$ cat config.mk
export PLATFORM = sky130hd
export DESIGN_NAME = fabric_bridge
export DESIGN_NICKNAME = d
export VERILOG_FILES = /design/src/inc/fabric_bridge_pkg.sv /design/src/hw/fabric_bridge.sv
export SDC_FILE = /design/constraint.sdc
export NUM_CORES = 1
export LEC_CHECK = 0
export BUFFER_PORTS_ARGS = -buffer_cell sky130_fd_sc_hd__clkbuf_2
export CAP_MARGIN = 30
export CORE_UTILIZATION = 50
export DETAILED_ROUTE_END_ITERATION = 6
export HOLD_SLACK_MARGIN = 0.08
export PLACE_DENSITY_LB_ADDON = 0.25
export SLEW_MARGIN = 20
export SYNTH_ARGS = -nofsm -noshare
export SYNTH_HDL_FRONTEND = slang
export SYNTH_SLANG_ARGS = --single-unit
$ cat constraint.sdc
create_clock -name clk_sys_i -period 5.1 [get_ports clk_sys_i]
set_input_delay 0.765 -clock clk_sys_i [delete_from_list [all_inputs] [get_ports clk_sys_i]]
set_output_delay 0.765 -clock clk_sys_i [all_outputs]
set_load 0.03 [all_outputs]
$ cat src/inc/fabric_bridge_pkg.sv
// Package for the indirect fabric register access bridge
package fabric_bridge_pkg;

    // ------------------------------------------------------------
    // Register map
    // ------------------------------------------------------------
    localparam logic [11:0] DATA_REG_OFFSET = 12'h1AC;
    localparam logic [11:0] CMD_REG_OFFSET = 12'h1B0;

    // ------------------------------------------------------------
    // Command register fields
    // ------------------------------------------------------------
    localparam int PENDING_BIT = 31;
    localparam int DIR_BIT = 30;
    localparam int STEP_UP_BIT = 29;
    localparam int STEP_DOWN_BIT = 28;
    localparam int LANE_LSB = 16;
    localparam int LANE_MSB = 19;
    localparam int INDEX_LSB = 0;
    localparam int INDEX_MSB = 15;
    localparam logic [31:0] CMD_RESET = 32'h0000_0000;
    localparam logic [31:0] DATA_RESET = 32'h0000_0000;
    localparam logic DIR_WRITE = 1'b0;
    localparam logic DIR_READ = 1'b1;

    // ------------------------------------------------------------
    // Carriers
    // ------------------------------------------------------------
    typedef struct packed {
        logic sel;
        logic wr;
        logic rd;
        logic [11:0] addr;
        logic [31:0] wdata;
    } host_req_t;

    typedef struct packed {
        logic req;
        logic rd_nwr;
        logic [15:0] index;
        logic [3:0] lanes;
        logic [31:0] wdata;
    } fabric_req_t;

    typedef enum logic [2:0] {
        ST_IDLE = 3'b001,
        ST_WAIT = 3'b010,
        ST_DONE = 3'b100
    } bridge_state_t;

endpackage : fabric_bridge_pkg

$ cat src/hw/fabric_bridge.sv
// Indirect access bridge from host registers to the switch fabric register port
`timescale 1ns/1ns
module fabric_bridge (
    // Clock and reset
    input wire logic clk_sys_i,
    input wire logic rst_n_i,
    // Host register port
    input fabric_bridge_pkg::host_req_t host_req_i,
    output logic [31:0] host_rdata_o,
    // Fabric register port
    output fabric_bridge_pkg::fabric_req_t fabric_req_o,
    input wire logic fabric_done_i,
    input wire logic [31:0] fabric_rdata_i
);
    import fabric_bridge_pkg::*;

    // ------------------------------------------------------------
    // Reset release
    // ------------------------------------------------------------
    logic rst_meta_q;
    logic rst_sync_q;

    always_ff @(posedge clk_sys_i or negedge rst_n_i)
    begin
        if (!rst_n_i)
        begin
            rst_meta_q <= 1'b0;
            rst_sync_q <= 1'b0;
        end
        else
        begin
            rst_meta_q <= 1'b1;
            rst_sync_q <= rst_meta_q;
        end
    end

    // ------------------------------------------------------------
    // Address step helper
    // ------------------------------------------------------------
    function automatic logic [15:0] step_index(input logic [15:0] idx, input logic up,
                                               input logic down);
        if (up)
        begin
            return idx + 16'h0001;
        end
        else if (down)
        begin
            return idx - 16'h0001;
        end
        return idx;
    endfunction : step_index

    // ------------------------------------------------------------
    // State
    // ------------------------------------------------------------
    bridge_state_t state_q, state_d;
    logic pending_q, pending_d;
    logic dir_q, dir_d;
    logic up_q, up_d;
    logic down_q, down_d;
    logic [3:0] lanes_q, lanes_d;
    logic [15:0] index_q, index_d;
    logic [31:0] wdata_q, wdata_d;
    logic [31:0] rdata_q, rdata_d;
    logic [31:0] host_rdata_q, host_rdata_d;
    logic step_after_q, step_after_d;

    logic cmd_wr;
    logic data_wr;
    logic data_rd;
    logic cmd_rd;
    logic [31:0] cmd_view;

    assign cmd_wr = host_req_i.sel && host_req_i.wr && host_req_i.addr == CMD_REG_OFFSET;
    assign data_wr = host_req_i.sel && host_req_i.wr && host_req_i.addr == DATA_REG_OFFSET;
    assign data_rd = host_req_i.sel && host_req_i.rd && host_req_i.addr == DATA_REG_OFFSET;
    assign cmd_rd = host_req_i.sel && host_req_i.rd && host_req_i.addr == CMD_REG_OFFSET;

    always_comb
    begin
        cmd_view = CMD_RESET;
        cmd_view[PENDING_BIT] = pending_q;
        cmd_view[DIR_BIT] = dir_q;
        cmd_view[STEP_UP_BIT] = up_q;
        cmd_view[STEP_DOWN_BIT] = down_q;
        cmd_view[LANE_MSB:LANE_LSB] = lanes_q;
        cmd_view[INDEX_MSB:INDEX_LSB] = index_q;
    end

    // ------------------------------------------------------------
    // Next-state logic
    // ------------------------------------------------------------
    always_comb
    begin
        state_d = state_q;
        pending_d = pending_q;
        dir_d = dir_q;
        up_d = up_q;
        down_d = down_q;
        lanes_d = lanes_q;
        index_d = index_q;
        wdata_d = wdata_q;
        rdata_d = rdata_q;
        host_rdata_d = host_rdata_q;
        step_after_d = step_after_q;

        // Host accesses
        if (cmd_wr)
        begin
            dir_d = host_req_i.wdata[DIR_BIT];
            up_d = host_req_i.wdata[STEP_UP_BIT];
            down_d = host_req_i.wdata[STEP_DOWN_BIT];
            lanes_d = host_req_i.wdata[LANE_MSB:LANE_LSB];
            index_d = host_req_i.wdata[INDEX_MSB:INDEX_LSB];
            if (host_req_i.wdata[PENDING_BIT] && !pending_q)
            begin
                pending_d = 1'b1;
                step_after_d = 1'b0;
            end
        end
        else if (data_wr)
        begin
            wdata_d = host_req_i.wdata;
            if ((up_q || down_q) && !pending_q)
            begin
                pending_d = 1'b1;
                step_after_d = 1'b1;
            end
        end
        else if (data_rd && (up_q || down_q) && !pending_q)
        begin
            index_d = step_index(index_q, up_q, down_q);
            pending_d = 1'b1;
            step_after_d = 1'b0;
        end

        // Read data mux, registered for the host
        if (data_rd)
        begin
            host_rdata_d = (dir_q == DIR_READ) ? rdata_q : wdata_q;
        end
        else if (cmd_rd)
        begin
            host_rdata_d = cmd_view;
        end

        // Fabric access sequencer
        case (state_q)
            ST_IDLE:
            begin
                if (pending_q)
                begin
                    state_d = ST_WAIT;
                end
            end
            ST_WAIT:
            begin
                if (fabric_done_i)
                begin
                    if (dir_q == DIR_READ)
                    begin
                        rdata_d = fabric_rdata_i;
                    end
                    state_d = ST_DONE;
                end
            end
            ST_DONE:
            begin
                pending_d = 1'b0;
                if (step_after_q && dir_q == DIR_WRITE)
                begin
                    index_d = step_index(index_q, up_q, down_q);
                end
                step_after_d = 1'b0;
                state_d = ST_IDLE;
            end
            default:
            begin
                state_d = ST_IDLE;
            end
        endcase
    end

    // ------------------------------------------------------------
    // Registers
    // ------------------------------------------------------------
    always_ff @(posedge clk_sys_i or negedge rst_sync_q)
    begin
        if (!rst_sync_q)
        begin
            state_q <= ST_IDLE;
            pending_q <= 1'b0;
            dir_q <= CMD_RESET[DIR_BIT];
            up_q <= CMD_RESET[STEP_UP_BIT];
            down_q <= CMD_RESET[STEP_DOWN_BIT];
            lanes_q <= CMD_RESET[LANE_MSB:LANE_LSB];
            index_q <= CMD_RESET[INDEX_MSB:INDEX_LSB];
            wdata_q <= DATA_RESET;
            rdata_q <= DATA_RESET;
            host_rdata_q <= DATA_RESET;
            step_after_q <= 1'b0;
        end
        else
        begin
            state_q <= state_d;
            pending_q <= pending_d;
            dir_q <= dir_d;
            up_q <= up_d;
            down_q <= down_d;
            lanes_q <= lanes_d;
            index_q <= index_d;
            wdata_q <= wdata_d;
            rdata_q <= rdata_d;
            host_rdata_q <= host_rdata_d;
            step_after_q <= step_after_d;
        end
    end

    // ------------------------------------------------------------
    // Outputs
    // ------------------------------------------------------------
    assign host_rdata_o = host_rdata_q;
    assign fabric_req_o.req = (state_q == ST_WAIT);
    assign fabric_req_o.rd_nwr = dir_q;
    assign fabric_req_o.index = index_q;
    assign fabric_req_o.lanes = (dir_q == DIR_WRITE) ? lanes_q : 4'h0;
    assign fabric_req_o.wdata = wdata_q;

endmodule : fabric_bridge

Word level (Yosys, flattened, before mapping)
Cells that the tools add are included.
W data, S select, Z words.
{"block": "word_totals", "regBits": 126, "wordCells": 80}
{"block": "classes", "add_sub_neg": 2, "n_bitwise": 2, "n_reduce_logical": 19, "eq_ne": 10, "n_mux": 34}
{"operator": "$mux W16", "n": 9}
{"operator": "$mux W32", "n": 3}
{"operator": "$eq A12 B9 Y1 const B", "n": 2}
{"operator": "$mux W1", "n": 18}
{"operator": "$add A16 B1 Y16 const B", "n": 1}
{"operator": "$sub A16 B1 Y16 const B", "n": 1}
{"operator": "$logic_and A1 B1 Y1", "n": 11}
{"operator": "$mux W3", "n": 2}
{"operator": "$pmux W3 S2", "n": 1}
{"operator": "$reduce_and A3 Y1", "n": 2}
{"operator": "$mux W4", "n": 1}
{"operator": "$ne A4 B2 Y1 const B", "n": 1}
{"operator": "$reduce_and A2 Y1", "n": 2}
{"operator": "$reduce_bool A4 Y1", "n": 1}
{"operator": "$eq A3 B1 Y1 const B", "n": 1}
{"operator": "$eq A3 B2 Y1 const B", "n": 1}
{"operator": "$eq A3 B3 Y1 const B", "n": 1}
{"operator": "$ne A3 B1 Y1 const B", "n": 1}
{"operator": "$ne A3 B3 Y1 const B", "n": 1}
{"operator": "$ne A2 B1 Y1 const B", "n": 1}
{"operator": "$ne A2 B2 Y1 const B", "n": 1}
{"operator": "$not A1 Y1", "n": 2}
{"operator": "$reduce_bool A2 Y1", "n": 1}
{"operator": "$logic_not A1 Y1", "n": 1}
{"operator": "$logic_or A1 B1 Y1", "n": 1}

Depth between registers and ports, before layout
Gate-level depths: netlist of the first run.
{"block": "logic_depth", "word_depth": 13, "ltp_mapped": 8, "ltp_nobuf": 8}

Worst setup path before layout of the first run
OpenSTA, ideal clock, no wires.
{"block": "synth_timing", "kind": "in2reg", "startpoint": "input host_req_i[33] (netlist bit)", "endpoint": "register index_q[5]", "arrival_time_ns": 2.460, "slack_ns": 2.513, "path_buffers": 1, "stages": 7, "path_cell_list": "or4b_4 > nor3_2 > nand4_2 > a31o_1 > buf_6 > a222oi_1 > inv_1"}
{"block": "synth_between", "elab_chain_len": 9, "elab_cells_between_ends": 12, "cone_classes": "eq/ne: 2; mux: 5; reduce/logical: 5"}
{"element": "from (decl)", "line": "fabric_bridge.sv:8", "text": "input fabric_bridge_pkg::host_req_t host_req_i,"}
{"element": "$eq A12 B9 Y1", "line": "fabric_bridge.sv:75, fabric_bridge.sv:76"}
{"element": "$logic_and A1 B1 Y1", "line": "fabric_bridge.sv:76", "text": "assign data_rd = host_req_i.sel && host_req_i.rd && host_req_i.addr == DATA_REG_OFFSET;"}
{"element": "$logic_and A1 B1 Y1 (2 in a row)", "line": "fabric_bridge.sv:130", "text": "else if (data_rd && (up_q || down_q) && !pending_q)"}
{"element": "$mux W16", "line": "fabric_bridge.sv:130"}
{"element": "$mux W16", "line": "fabric_bridge.sv:121", "text": "else if (data_wr)"}
{"element": "$mux W16 *", "line": "fabric_bridge.sv:108", "text": "if (cmd_wr)"}
{"element": "$mux W16", "line": "fabric_bridge.sv:170", "text": "if (step_after_q && dir_q == DIR_WRITE)"}
{"element": "$mux W16 *", "line": "fabric_bridge.sv:148", "text": "case (state_q)"}
{"element": "to (signal assigned)", "line": "fabric_bridge.sv:197", "text": "index_q <= CMD_RESET[INDEX_MSB:INDEX_LSB];"}
{"element": "to (signal assigned)", "line": "fabric_bridge.sv:211", "text": "index_q <= index_d;"}
{"element": "to (decl)", "line": "fabric_bridge.sv:62", "text": "logic [15:0] index_q, index_d;"}
Every way passes the cells marked *; elsewhere a longest branch is shown, timed or not.
A chain may end at the register's enable or synchronous reset.

Worst setup path after layout of the first run
{"block": "layout_timing", "startpoint": "input host_req_i[33] (netlist bit)", "endpoint": "register step_after_q"}
{"block": "layout_between", "elab_chain_len": 6, "elab_cells_between_ends": 14, "cone_classes": "eq/ne: 4; mux: 3; reduce/logical: 7"}
{"element": "$eq A12 B9 Y1", "line": "fabric_bridge.sv:75, fabric_bridge.sv:76"}
{"element": "$logic_and A1 B1 Y1", "line": "fabric_bridge.sv:76"}
{"element": "$logic_and A1 B1 Y1 (2 in a row)", "line": "fabric_bridge.sv:130"}
{"element": "$reduce_bool A4 Y1 (no line)"}
{"element": "$reduce_and A3 Y1 (no line)"}
{"element": "to (signal assigned)", "line": "fabric_bridge.sv:215", "text": "step_after_q <= step_after_d;"}
{"element": "to (decl)", "line": "fabric_bridge.sv:66", "text": "logic step_after_q, step_after_d;"}
Parallel ways exist; a longest one is shown, timed or not.

==> run summary, run 1 <==
The number of port buffers was 167; the post-cts gate resize count was 0. The highest fanout seen on the critical path was 40. The critical path's slowest cell was sky130_fd_sc_hd__or4_2.

The top cell types in the final layout, fill and taps aside, are 167 x sky130_fd_sc_hd__clkbuf_2, 123 x sky130_fd_sc_hd__dfrtp_1, 63 x sky130_fd_sc_hd__mux2_2. Relative to the synthesized area, the layout overhead comes to 26.3%. Summed over all layers, the global routing overflow is 0. The number of standard cells after synthesis was 535; the transition time at the pin with the least slew margin was 0.904 ns.

The critical path in this run is classified as in2reg. The clock transition time at the flip-flop clock pins of the worst setup and hold paths is 0.05 ns, and the number of synthesized flops with an enable pin is 0. The number of nets at the end of the flow came out at 796. The root buffer cell chosen for the clock tree is sky130_fd_sc_hd__clkbuf_16. The count of nets left with antenna violations once routing finished came out at 0. For the final routed database, the setup TNS stands at 0 ns.

The detailed router placed 4872 vias in this run. Global routing used 24.8% of the available tracks. Total of endpoints with negative setup slack in the final report: 0.

The tool flagged a number of max-cap violations equal to 0. For this run, the slowest stage of the critical path takes 0.95 ns. Dividing total power by cell area gives a power density of 303 mW/mm^2. For the number of buffers created by CTS, the log shows 17. After the first detailed-routing iteration, the DRC count stood at 170.

Leaving out fill and tap cells, the most frequent cell in the layout is sky130_fd_sc_hd__clkbuf_2. The number of antenna violations at the first check in global routing was 0. The area of all sequential standard cells came out at 0.00316 sq mm.

The first global-routing pass estimated 24300 microns of wire. At the end of routability-driven placement, the weighted congestion stood at 0.839. In this run, post-CTS hold repair placed 0 buffers.

Setup repair after global routing left no endpoint under its margin. The cell area that synthesis handed to floorplanning was 0.00610 sq mm. The async set-or-reset flop fraction in the synthesized netlist is 100%. STA classifies the critical path startpoint as an input port. TritonCTS built the clock tree. The routed design has 14500 microns of wire. The post-route standard cell area excluding fillers is 0.00770 sq mm. Summed over all nets, the half-perimeter wirelength after detailed placement is 10400 microns. The run finished with clean final reports. In this run the count of I/O pins placed on the die edge is 168. For the count of cell types in the netlist, the log shows 53. The final hold slack was 0.119 ns; the ratio of cells with drive above 1 in the final layout was 38.6%. The number of setup buffers added after CTS is 0. Height of the die: 112 microns. For the finished layout, the period the worst path requires is 2.78 ns. The largest vdd supply drop was 0.000212 V. The tools report the final max-slew violation count as 0. The run gives 941 as the fill cell instance count of the final layout. The cell that appears most often on the critical path is sky130_fd_sc_hd__a21oi_1. The placeable core area is 0.0117 sq mm, and the leakage power of the design is 4.16 nW. The repair_antennas step left the layout with diodes totalling 0. Averaged over all synthesized cells, the footprint is 11.4 sq um. The number of global-route vias before repair is 4921, and the initial core utilization is 52.3%. Worst hold-check path type: in2async.

The Yosys step of the flow raised 0 warnings. The routed length per placed instance is 17.0 microns, and the H-tree depth is 4. The die covers 0.0126 sq mm.

STA classifies the critical path endpoint as a flop. The clock latency of the later-clocked register in the worst-skew pair is 0.42 ns. The final number of hold-violating endpoints is 0. The predominant post-synthesis flop cell was sky130_fd_sc_hd__dfrtp_1. In this run the horizontal extent of the chip is 112 microns.

After layout, the worst path uses 54.5% of the clock period. The number of nets in the synthesized netlist is 632. The multi-input combinational cells in the finished layout cover a total of 0.00279 sq mm. The worst endpoint data arrival time came out at 3.06 ns.

Row generation in the floorplan step produced 39 rows. At the worst endpoint, the required time is 5.38 ns. The count of clock tree sinks came out at 126.

The critical path goes through clkbuf_2 > or4b_4 > or4_2 > buf_12 > nor2_1 > a21oi_1 > o21ai_0 > a21oi_1. After detailed routing, the number of remaining DRC violations is 0. The share of the Yosys chip area taken by registers is 51.7%. The worst pin sits at a relative slew slack of 39.5%. Entering global routing, the biggest net connects 64 pins. Using the TritonRoute via totals, the vias-per-cell ratio works out to 5.70. The maximum clock insertion buffer count is 2, and the first-pass iteration count of the detailed router is 4. The area of placed instances is 0.00708 sq mm. Counting flops and latches in the post-synthesis netlist gives 126. The fmax is 360 MHz. On the final layout, the worst clock skew is 0.0101 ns.
## critical path, delay by kind of cell
kind                   cells  cell delay, ns
AOI/OAI and AO/OA          3            0.29
buffers and inverters      2            0.39
and+or+nand+nor            3            1.62
## state kept, by name (all words and copies together) (netlist names), 3 cells and up
register	cells
state_q	3
rdata_q	32
wdata_q	32
host_rdata_o	32
index_q	16
lanes_q	4
## Yosys cell counts (all sizes together) (3+ instances only)
master	number	area [sq um]
dfrtp	125	3130
mux2	63	709
a21oi	43	215
nand2	34	128
mux2i	31	310
nor2b	28	175
o21ai	27	135
a211oi	26	195
clkbuf	17	63.8
nor2	17	63.8
ha	14	175
buf	11	61.3
nand3	11	55.1
xnor2	11	96.3
inv	9	33.8
a22oi	7	52.6
nor3	6	35.0
nand2b	5	31.3
a222oi	4	40.0
o211ai	4	30.0
o22ai	4	25.0
xor2	4	35.0
and2	3	18.8
nand4	3	25.0
## layout make-up
class	count	area share [%]
Multi-Input combinational cell	372	36.3
Clock inverter	6	1.37
Tap cell	143	2.32
Inverter	9	0.439
Timing Repair Buffer	173	11.9
Clock buffer	26	6.62
Sequential cell	126	41.1
## per-layer routing
metal | vias to the layer above | part of all wire, % | track usage [%]
met2 | 165 | 50 | 41.1
met5 | - | 0 | 0
met3 | 27 | 5.7 | 7.34
li1 | 2272 | - | -
met4 | 0 | 1.7 | 8.71
met1 | 2408 | 43 | 31.1
## through the flow
stage	power, mW	util (%)	instances	setup slack, ns
final	2.33	66.0	855	2.32
after global routing	2.41	66.0	855	2.18
after CTS	2.36	66.0	855	2.32
after detailed placement	1.11	60.7	823	1.88
after global placement	1.10	60.2	820	1.84
after floorplan	1.06	-	535	1.33
## worst paths after layout
path / to / depth (start not counted) / slack, ns / start
hold reg to reg: rdata_q[18] / 0 / 0.32 / rst_sync_q
min in group clk_sys_i: rst_sync_q / 0 / 0.35 / rst_meta_q
setup / recovery: step_after_q / 8 / 2.32 / host_req_i[33]
setup reg to reg: index_q[15] / 8 / 2.43 / up_q
hold / removal: rst_meta_q / 1 / 0.12 / rst_n_i
max in group asynchronous: rdata_q[10] / 1 / 3.75 / rst_sync_q
## power by group
part	total, mW	internal, mW	leakage, nW	switching (mW)
combinational	0.0767	0.0338	2.16	0.0429
sequential	1.01	1.00	1.69	0.00892
clock	1.24	0.831	0.304	0.413
total	2.33	1.87	4.16	0.465
## cell families after synthesis
family	after synthesis	share of synthesized area (%)
AO/OA/AOI/OAI	127	12.9
flip-flops	126	51.7
AND/OR/NAND/NOR	120	10.6
multiplexers	94	16.7
buffers and inverters	37	2.61
adder cells (fa/ha/maj)	15	3.20
XOR/XNOR	15	2.16
other	1	0.0615
(Power assumes the default switching activity.)
==> run 2, diff against run 1 <==
==> constraint.sdc (replaced) <==
create_clock -name clk_sys_i -period 2.85 [get_ports clk_sys_i]
set_input_delay 0.4275 -clock clk_sys_i [delete_from_list [all_inputs] [get_ports clk_sys_i]]
set_output_delay 0.4275 -clock clk_sys_i [all_outputs]
set_load 0.03 [all_outputs]
==> run 2 against run 1 <==
Worst hold slack better by 0.11 ns. Utilization grew 0.72 points. Highest routed layer unchanged. Global-route usage grew 0.48 points. Clock-buffer cell count shrank 5. Flip-flop and latch count did not move. Cell count increased by 0.94%. Total power up 85%. Clock skew is 0.0035 ns lower. Largest power group unchanged. Sequential power is 80% higher. Worst setup slack worse by 2.1 ns. Non-clock buffer count grew 8.
==> run summary, run 2 (same netlist as run 1, synthesis figures left out) <==
The pin count of the biggest net entering global routing is 63, and the relative contribution of the clock network to total power is 54.8%. At the pin with the least slew margin, the transition time is 0.729 ns. The normalized max-slew margin is 51.4%, and the count of inserted antenna diode cells is 0. The run gives 4.31 mW as the post-route total power.

Setup repair after global routing left no endpoint under its margin. The number of nets at the end of the flow is 804, and the final number of hold-violating endpoints is 0. The leftover overflow at the end of global routing came out at 0. The first global-routing pass estimated 24700 microns of wire. The total via count in the routed design came out at 4799.

Clock tree synthesis inserted a total of 17 buffers. The routed design could run at a clock period as short as 2.65 ns. Across the run, the number of max-cap violations was 0. The ratio of cells with drive above 1 in the final layout is 39.4%, and the worst endpoint required time is 3.12 ns. Traced cell by cell, the critical path runs through inv_1 > ha_1 > a211oi_1 > o211ai_1 > a31oi_1 > o21ai_0 > xnor2_1 > a21oi_1. The post-route clock period utilization was 92.9%; the height of the die was 112 microns.

The tightest min-delay check is of the in2reg type. At the placement stage, the worst setup path has a slack of 0.205 ns. At the later pin of the worst-skew pair, clock insertion delay measures 0.42 ns. The internal cell power came out at 3.45 mW. STA classifies the critical path startpoint as a flop.

Clock-pin slew was measured on the worst setup and hold paths at 0.06 ns. The worst endpoint data arrival time was 2.91 ns; the HPWL after detailed placement was 10700 microns. The first-pass iteration count of the detailed router is 5. The tools report the portion of total power attributed to combinational logic as 3.1%. In this run the count of I/O pins placed on the die edge is 168. Clock tree synthesis selected as its root buffer the cell sky130_fd_sc_hd__clkbuf_16.

Dividing the detail-routed via count by the number of cells gives 5.56. The analysis attributes to net switching a power of 0.860 mW. The routed length per placed instance is 17.4 microns. The run gives 0 as the number of buffers inserted to repair setup after CTS. The layout overhead on the synthesized area was 27.6%; the largest vdd supply drop was 0.000407 V. The remaining design rule violation count is 0, and the total of endpoints with negative setup slack in the final report is 0. Floorplan row count: 39. Buffers placed on the I/O ports in this run total 167.

The worst setup path is of the reg2reg kind. The logic depth of the worst register-to-register path was 8. The commonest non-fill, non-tap cell in the layout was sky130_fd_sc_hd__clkbuf_2. The slowest stage of the critical path belongs to the cell sky130_fd_sc_hd__inv_1. The run gives 0 as the remaining number of nets flagged by the antenna check after routing. The width of the die came out at 112 microns.

In this run the standard cell core region covers 0.0117 sq mm. The maximum clock insertion buffer count came out at 2. The flow ran to the end, and the final reports show no timing, DRC or antenna violations. The final layout contains routed wiring with a total length of 15000 microns.

The highest fanout seen on the critical path came out at 15. TritonCTS built the clock tree. Net switching is 20.0% of the power. For this run, the slowest stage of the critical path takes 0.47 ns. For the number of antenna violations at the first check in global routing, the log shows 0.

The die covers 0.0126 sq mm. At the end of routability-driven placement, the weighted congestion stood at 0.851. The run gives 4988 as the number of global-route vias before repair.

The analysis attributes to cell leakage a power of 4.19 nW. The H-tree depth is 4. Setup slack closes at 0.204 ns. Clock skew on the completed layout was measured at 0.00659 ns. Element type at the critical path end: a flop. The run gives 378 MHz as the fmax. Setup total negative slack on the finished layout was measured at 0 ns.

The initial core utilization is 52.3%, and the count of clock tree sinks is 126. The final max-slew violation count is 0. Per report_power, the sequential group accounts for 42.1% of the total.

Cell depth of the worst hold path: 3. Fill cells in the final layout number 940. Across every metal layer, demand over resource in global routing totals 25.3%. In this run, the number of DRC markers left after iteration 0 of detailed routing was 225.

Post-CTS repair changed the size of 0 cells. The power per cell area is 554 mW/mm^2. In the layout the commonest cells are 167 x sky130_fd_sc_hd__clkbuf_2, 123 x sky130_fd_sc_hd__dfrtp_1, 63 x sky130_fd_sc_hd__mux2_2.
-- run 2: cell types whose count changed in the layout (fill, tap and decap cells not counted) --
| cell | change |
|---|---|
| sky130_fd_sc_hd__buf_4 | +8 |
| sky130_fd_sc_hd__buf_12 | -1 |
| sky130_fd_sc_hd__clkbuf_1 | -2 |
| sky130_fd_sc_hd__dlygate4sd3_1 | +1 |
| sky130_fd_sc_hd__clkbuf_8 | -3 |
| sky130_fd_sc_hd__bufinv_16 | +2 |
| sky130_fd_sc_hd__clkinvlp_4 | +3 |
-- run 2: stage by stage --
step	instances	util, %	hold slack [ns]	cell area, sq um
floorplan	535	-	0.132	6100
global placement	830	61.1	0.213	7120
detailed placement	830	61.1	0.220	7120
CTS	863	66.7	0.211	7780
global route	863	66.7	0.220	7780
finish	863	66.7	0.227	7780
-- run 2: area by class of cell --
cell class | instances | area, sq um | share of cell area, %
clock buffer | 21 | 460 | 5.92
multi-input combinational | 372 | 2790 | 35.9
tap | 143 | 179 | 2.30
clock inverter | 11 | 188 | 2.41
inverter | 9 | 33.8 | 0.434
timing repair buffer | 181 | 968 | 12.4
sequential | 126 | 3160 | 40.6
-- run 2: per-layer routing --
metal | track usage (%) | wire length [microns] | part of all wire (%) | up-vias
met1 | 31.7 | 6570 | 44 | 2333
li1 | - | - | - | 2290
met5 | 0 | 0 | 0 | -
met2 | 41.9 | 7330 | 49 | 160
met4 | 8.98 | 166 | 1.1 | 0
met3 | 7.45 | 937 | 6.2 | 16
-- run 2: critical path, delay by kind of cell (launching register included) --
kind                       cells  cell delay [ns]
DFF                            1             0.45
adders and majority gates      1             0.36
xor gates and xnor gates       1             0.16
buffers and inverters          1             0.47
AOI/OAI and AO/OA              5             1.05
-- run 2: worst paths after layout --
kind                       slack [ns]                to           start
max                              0.20       index_q[13]            up_q
min                              0.23             dir_q  host_req_i[30]
max reg2reg                      0.20       index_q[13]            up_q
min reg2reg                      0.35  host_rdata_o[18]      rst_sync_q
max in group asynchronous        1.66        state_q[0]      rst_sync_q
min in group asynchronous        0.33        rst_sync_q         rst_n_i
-- run 2: what timing repair did --
action / in CTS / in global routing
endpoints found under the hold margin: 2 / 0
endpoints found under the setup margin: 0 / 0
hold buffers: 1 / 0
-- run 2: power groups by stage --
stage | Sequential (mW) | Combinational, mW | Clock [mW]
floorplan | 1.87 | 0.0263 | 0
global placement | 1.85 | 0.132 | 0
detailed placement | 1.85 | 0.135 | 0
CTS | 1.82 | 0.137 | 2.39
global route | 1.82 | 0.150 | 2.48
finish | 1.82 | 0.135 | 2.36
==> run 3, diff against run 2 <==
--- a/config.mk
+++ b/config.mk
@@ -7,7 +7,7 @@
 export LEC_CHECK = 0
 export BUFFER_PORTS_ARGS = -buffer_cell sky130_fd_sc_hd__clkbuf_2
 export CAP_MARGIN = 30
-export CORE_UTILIZATION = 50
+export CORE_UTILIZATION = 48
 export DETAILED_ROUTE_END_ITERATION = 6
 export HOLD_SLACK_MARGIN = 0.08
 export PLACE_DENSITY_LB_ADDON = 0.25
==> constraint.sdc (replaced) <==
create_clock -name clk_sys_i -period 2.3 [get_ports clk_sys_i]
set_input_delay 0.345 -clock clk_sys_i [delete_from_list [all_inputs] [get_ports clk_sys_i]]
set_output_delay 0.345 -clock clk_sys_i [all_outputs]
set_load 0.03 [all_outputs]
==> run 3 against run 2 <==
Clock power up 17%. Largest power group unchanged. Via count grew 4.2%. Routed wire length up 5.3%. Worst setup slack worse by 0.17 ns. Highest routed layer unchanged.
==> run summary, run 3 (same netlist as run 1, synthesis figures left out) <==
Worst hold-check path type: in2reg. The run gives 441 MHz as the fmax. Overall power consumption after layout is estimated at 5.20 mW.

The run gives 0.0122 sq mm as the placeable core area. The tools report the combined global-route utilization of all metal layers as 25.5%. The top routing layer in use was met4. After layout, the worst path uses 98.7% of the clock period. In this run, the number of DRC markers left after iteration 0 of detailed routing was 276. The first-pass iteration count of the detailed router was 5; the ratio of cells with drive above 1 in the final layout was 43.7%. The total of endpoints with negative setup slack in the final report is 0.

The clock arrives with 0.0111 ns of skew. The run finished with clean final reports. Number of antenna violations at the first check in global routing: 0. The startpoint type of the worst setup path is a flop.

At the end of the flow, the number of nets in the layout was 832. Entering global routing, the biggest net connects 53 pins. The routed length on met3 is 934 microns. The floorplan has 40 rows. IR analysis of the VDD net gives a maximum drop of 0.000439 V.

Clock-pin slew was measured on the worst setup and hold paths at 0.06 ns. Setup repair after global routing could not meet its margin everywhere. The logs give 0 for the final max-slew violation count and 0 for the count of inserted antenna diode cells. Before CTS, the worst setup slack after placement is -0.147 ns. The run gives 63.7% as the normalized max-slew margin. The detailed router put a total of 6730 microns of wire on met1. Buffers inserted during clock tree synthesis total 17.

Routed length per placed instance: 17.2 microns. Leaving out fill and tap cells, the most frequent cells in the layout are 167 x sky130_fd_sc_hd__clkbuf_2, 122 x sky130_fd_sc_hd__dfrtp_1, 63 x sky130_fd_sc_hd__mux2_2. The clock reaches the later pin of the worst-skew pair after 0.42 ns. Measured along the x axis, the die boundary spans 115 microns. No sink is reached through more buffers than the 2 on the longest clock path. The worst-case register-to-register setup slack was 0.03 ns. STA classifies the critical path endpoint as a flop. The layout overhead on the synthesized area works out to 33.0%. The initial core utilization was 49.9%; the setup slack after layout was 0.0303 ns. For this run, design rule violations remaining after detail routing come to 0. The first global-routing pass estimated 25500 microns of wire. The highest fanout seen on the critical path was 4. TritonCTS built the clock tree.

For the worst setup path, the data arrival time is 2.58 ns. The run gives 0 as the max-cap check violation count. The H-tree was split into 4 levels. The placed instances occupy a cell area of 0.00736 sq mm.

The tree is rooted in a sky130_fd_sc_hd__clkbuf_16. The post-route standard cell area excluding fillers was 0.00811 sq mm. 168 I/O pins were placed.

In this run the static leakage power is 4.32 nW. The number of port buffers was 167. After legalization and detailed placement, the total HPWL measured 11400 microns.

The total via count in the routed design was 4999. In this run the power density over the cells is 641 mW/mm^2. For the final weighted congestion in routability-driven placement, the log shows 0.865.

Data on the critical path is required at its endpoint by 2.61 ns. At the pin with the least slew margin, the transition time is 0.544 ns. The die covers 0.0132 sq mm.

In the detailed route, the total length drawn on met2 is 7880 microns. The run gives 0 as the remaining number of nets flagged by the antenna check after routing. The tools report the leftover overflow at the end of global routing as 0. The category of the most critical setup path is reg2reg. The count of clock tree sinks was 126. Counting I/O delays and the setup requirement, the final critical path takes 2.27 ns. Height of the die: 115 microns. In the final timing run, aggregate negative setup slack is 0 ns.

The average via count per standard cell is 5.46, and the final number of hold-violating endpoints is 0. The total detailed-routing wirelength was 15800 microns; the number of global-route vias before repair was 5067. The commonest non-fill, non-tap cell in the layout was sky130_fd_sc_hd__clkbuf_2.
run 3: stage by stage:
stage	utilization (%)	hold slack (ns)	instances
floorplan	-	0.0494	535
global placement	60.3	0.133	879
detailed placement	60.3	0.135	879
CTS	65.4	0.116	912
global route	66.4	0.147	916
finish	66.4	0.134	916
run 3: report_power, final:
part | internal (mW) | switching (mW)
combinational | 0.0812 | 0.0993
sequential | 2.23 | 0.0193
clock | 1.76 | 1.01
total | 4.07 | 1.12
run 3: worst max-delay path, stage by stage (launching register included):
cell                         delay, ns
sky130_fd_sc_hd__dfrtp_2          0.44
sky130_fd_sc_hd__clkinvlp_4       0.18
sky130_fd_sc_hd__buf_6            0.17
sky130_fd_sc_hd__ha_4             0.28
sky130_fd_sc_hd__o211ai_1         0.12
sky130_fd_sc_hd__o211ai_1         0.28
sky130_fd_sc_hd__a31oi_2          0.19
sky130_fd_sc_hd__o31ai_2          0.27
sky130_fd_sc_hd__xnor2_1          0.16
sky130_fd_sc_hd__a21oi_1          0.08
run 3: routing by layer:
metal	track usage (%)	vias up
met5	0	-
met4	8.57	0
met3	7.04	20
met2	42.4	166
met1	32.2	2463
li1	-	2350
run 3: repair_timing:
action | CTS | global route
setup buffers | 0 | 3
hold buffers | 1 | 0
gates resized for setup | 0 | 17
pin swaps | 0 | 11
hold endpoints to repair | 2 | 0
gates cloned | 0 | 1
endpoints found under the setup margin | 2 | 9
run 3: worst paths after layout:
path / end / start / cells after the start
min in group asynchronous: rst_sync_q / rst_n_i / 2
worst min register to register: lanes_q[1] / rst_sync_q / 0
worst max register to register: index_q[15] / up_q / 9
worst max-delay path: index_q[15] / up_q / 9
max in group asynchronous: wdata_q[3] / rst_sync_q / 1
worst min-delay path: lanes_q[0] / host_req_i[16] / 3
run 3: cell type report:
cell class              instances  area [sq um]
repair buffers                208          1200
clock buffers                  19           453
repair inverters                1          7.51
multi-input cells             372          2870
flip-flops and latches        126          3160
inverters                       9          37.5
well taps                     168           210
clock inverters                13           164
fillers                       997          4110
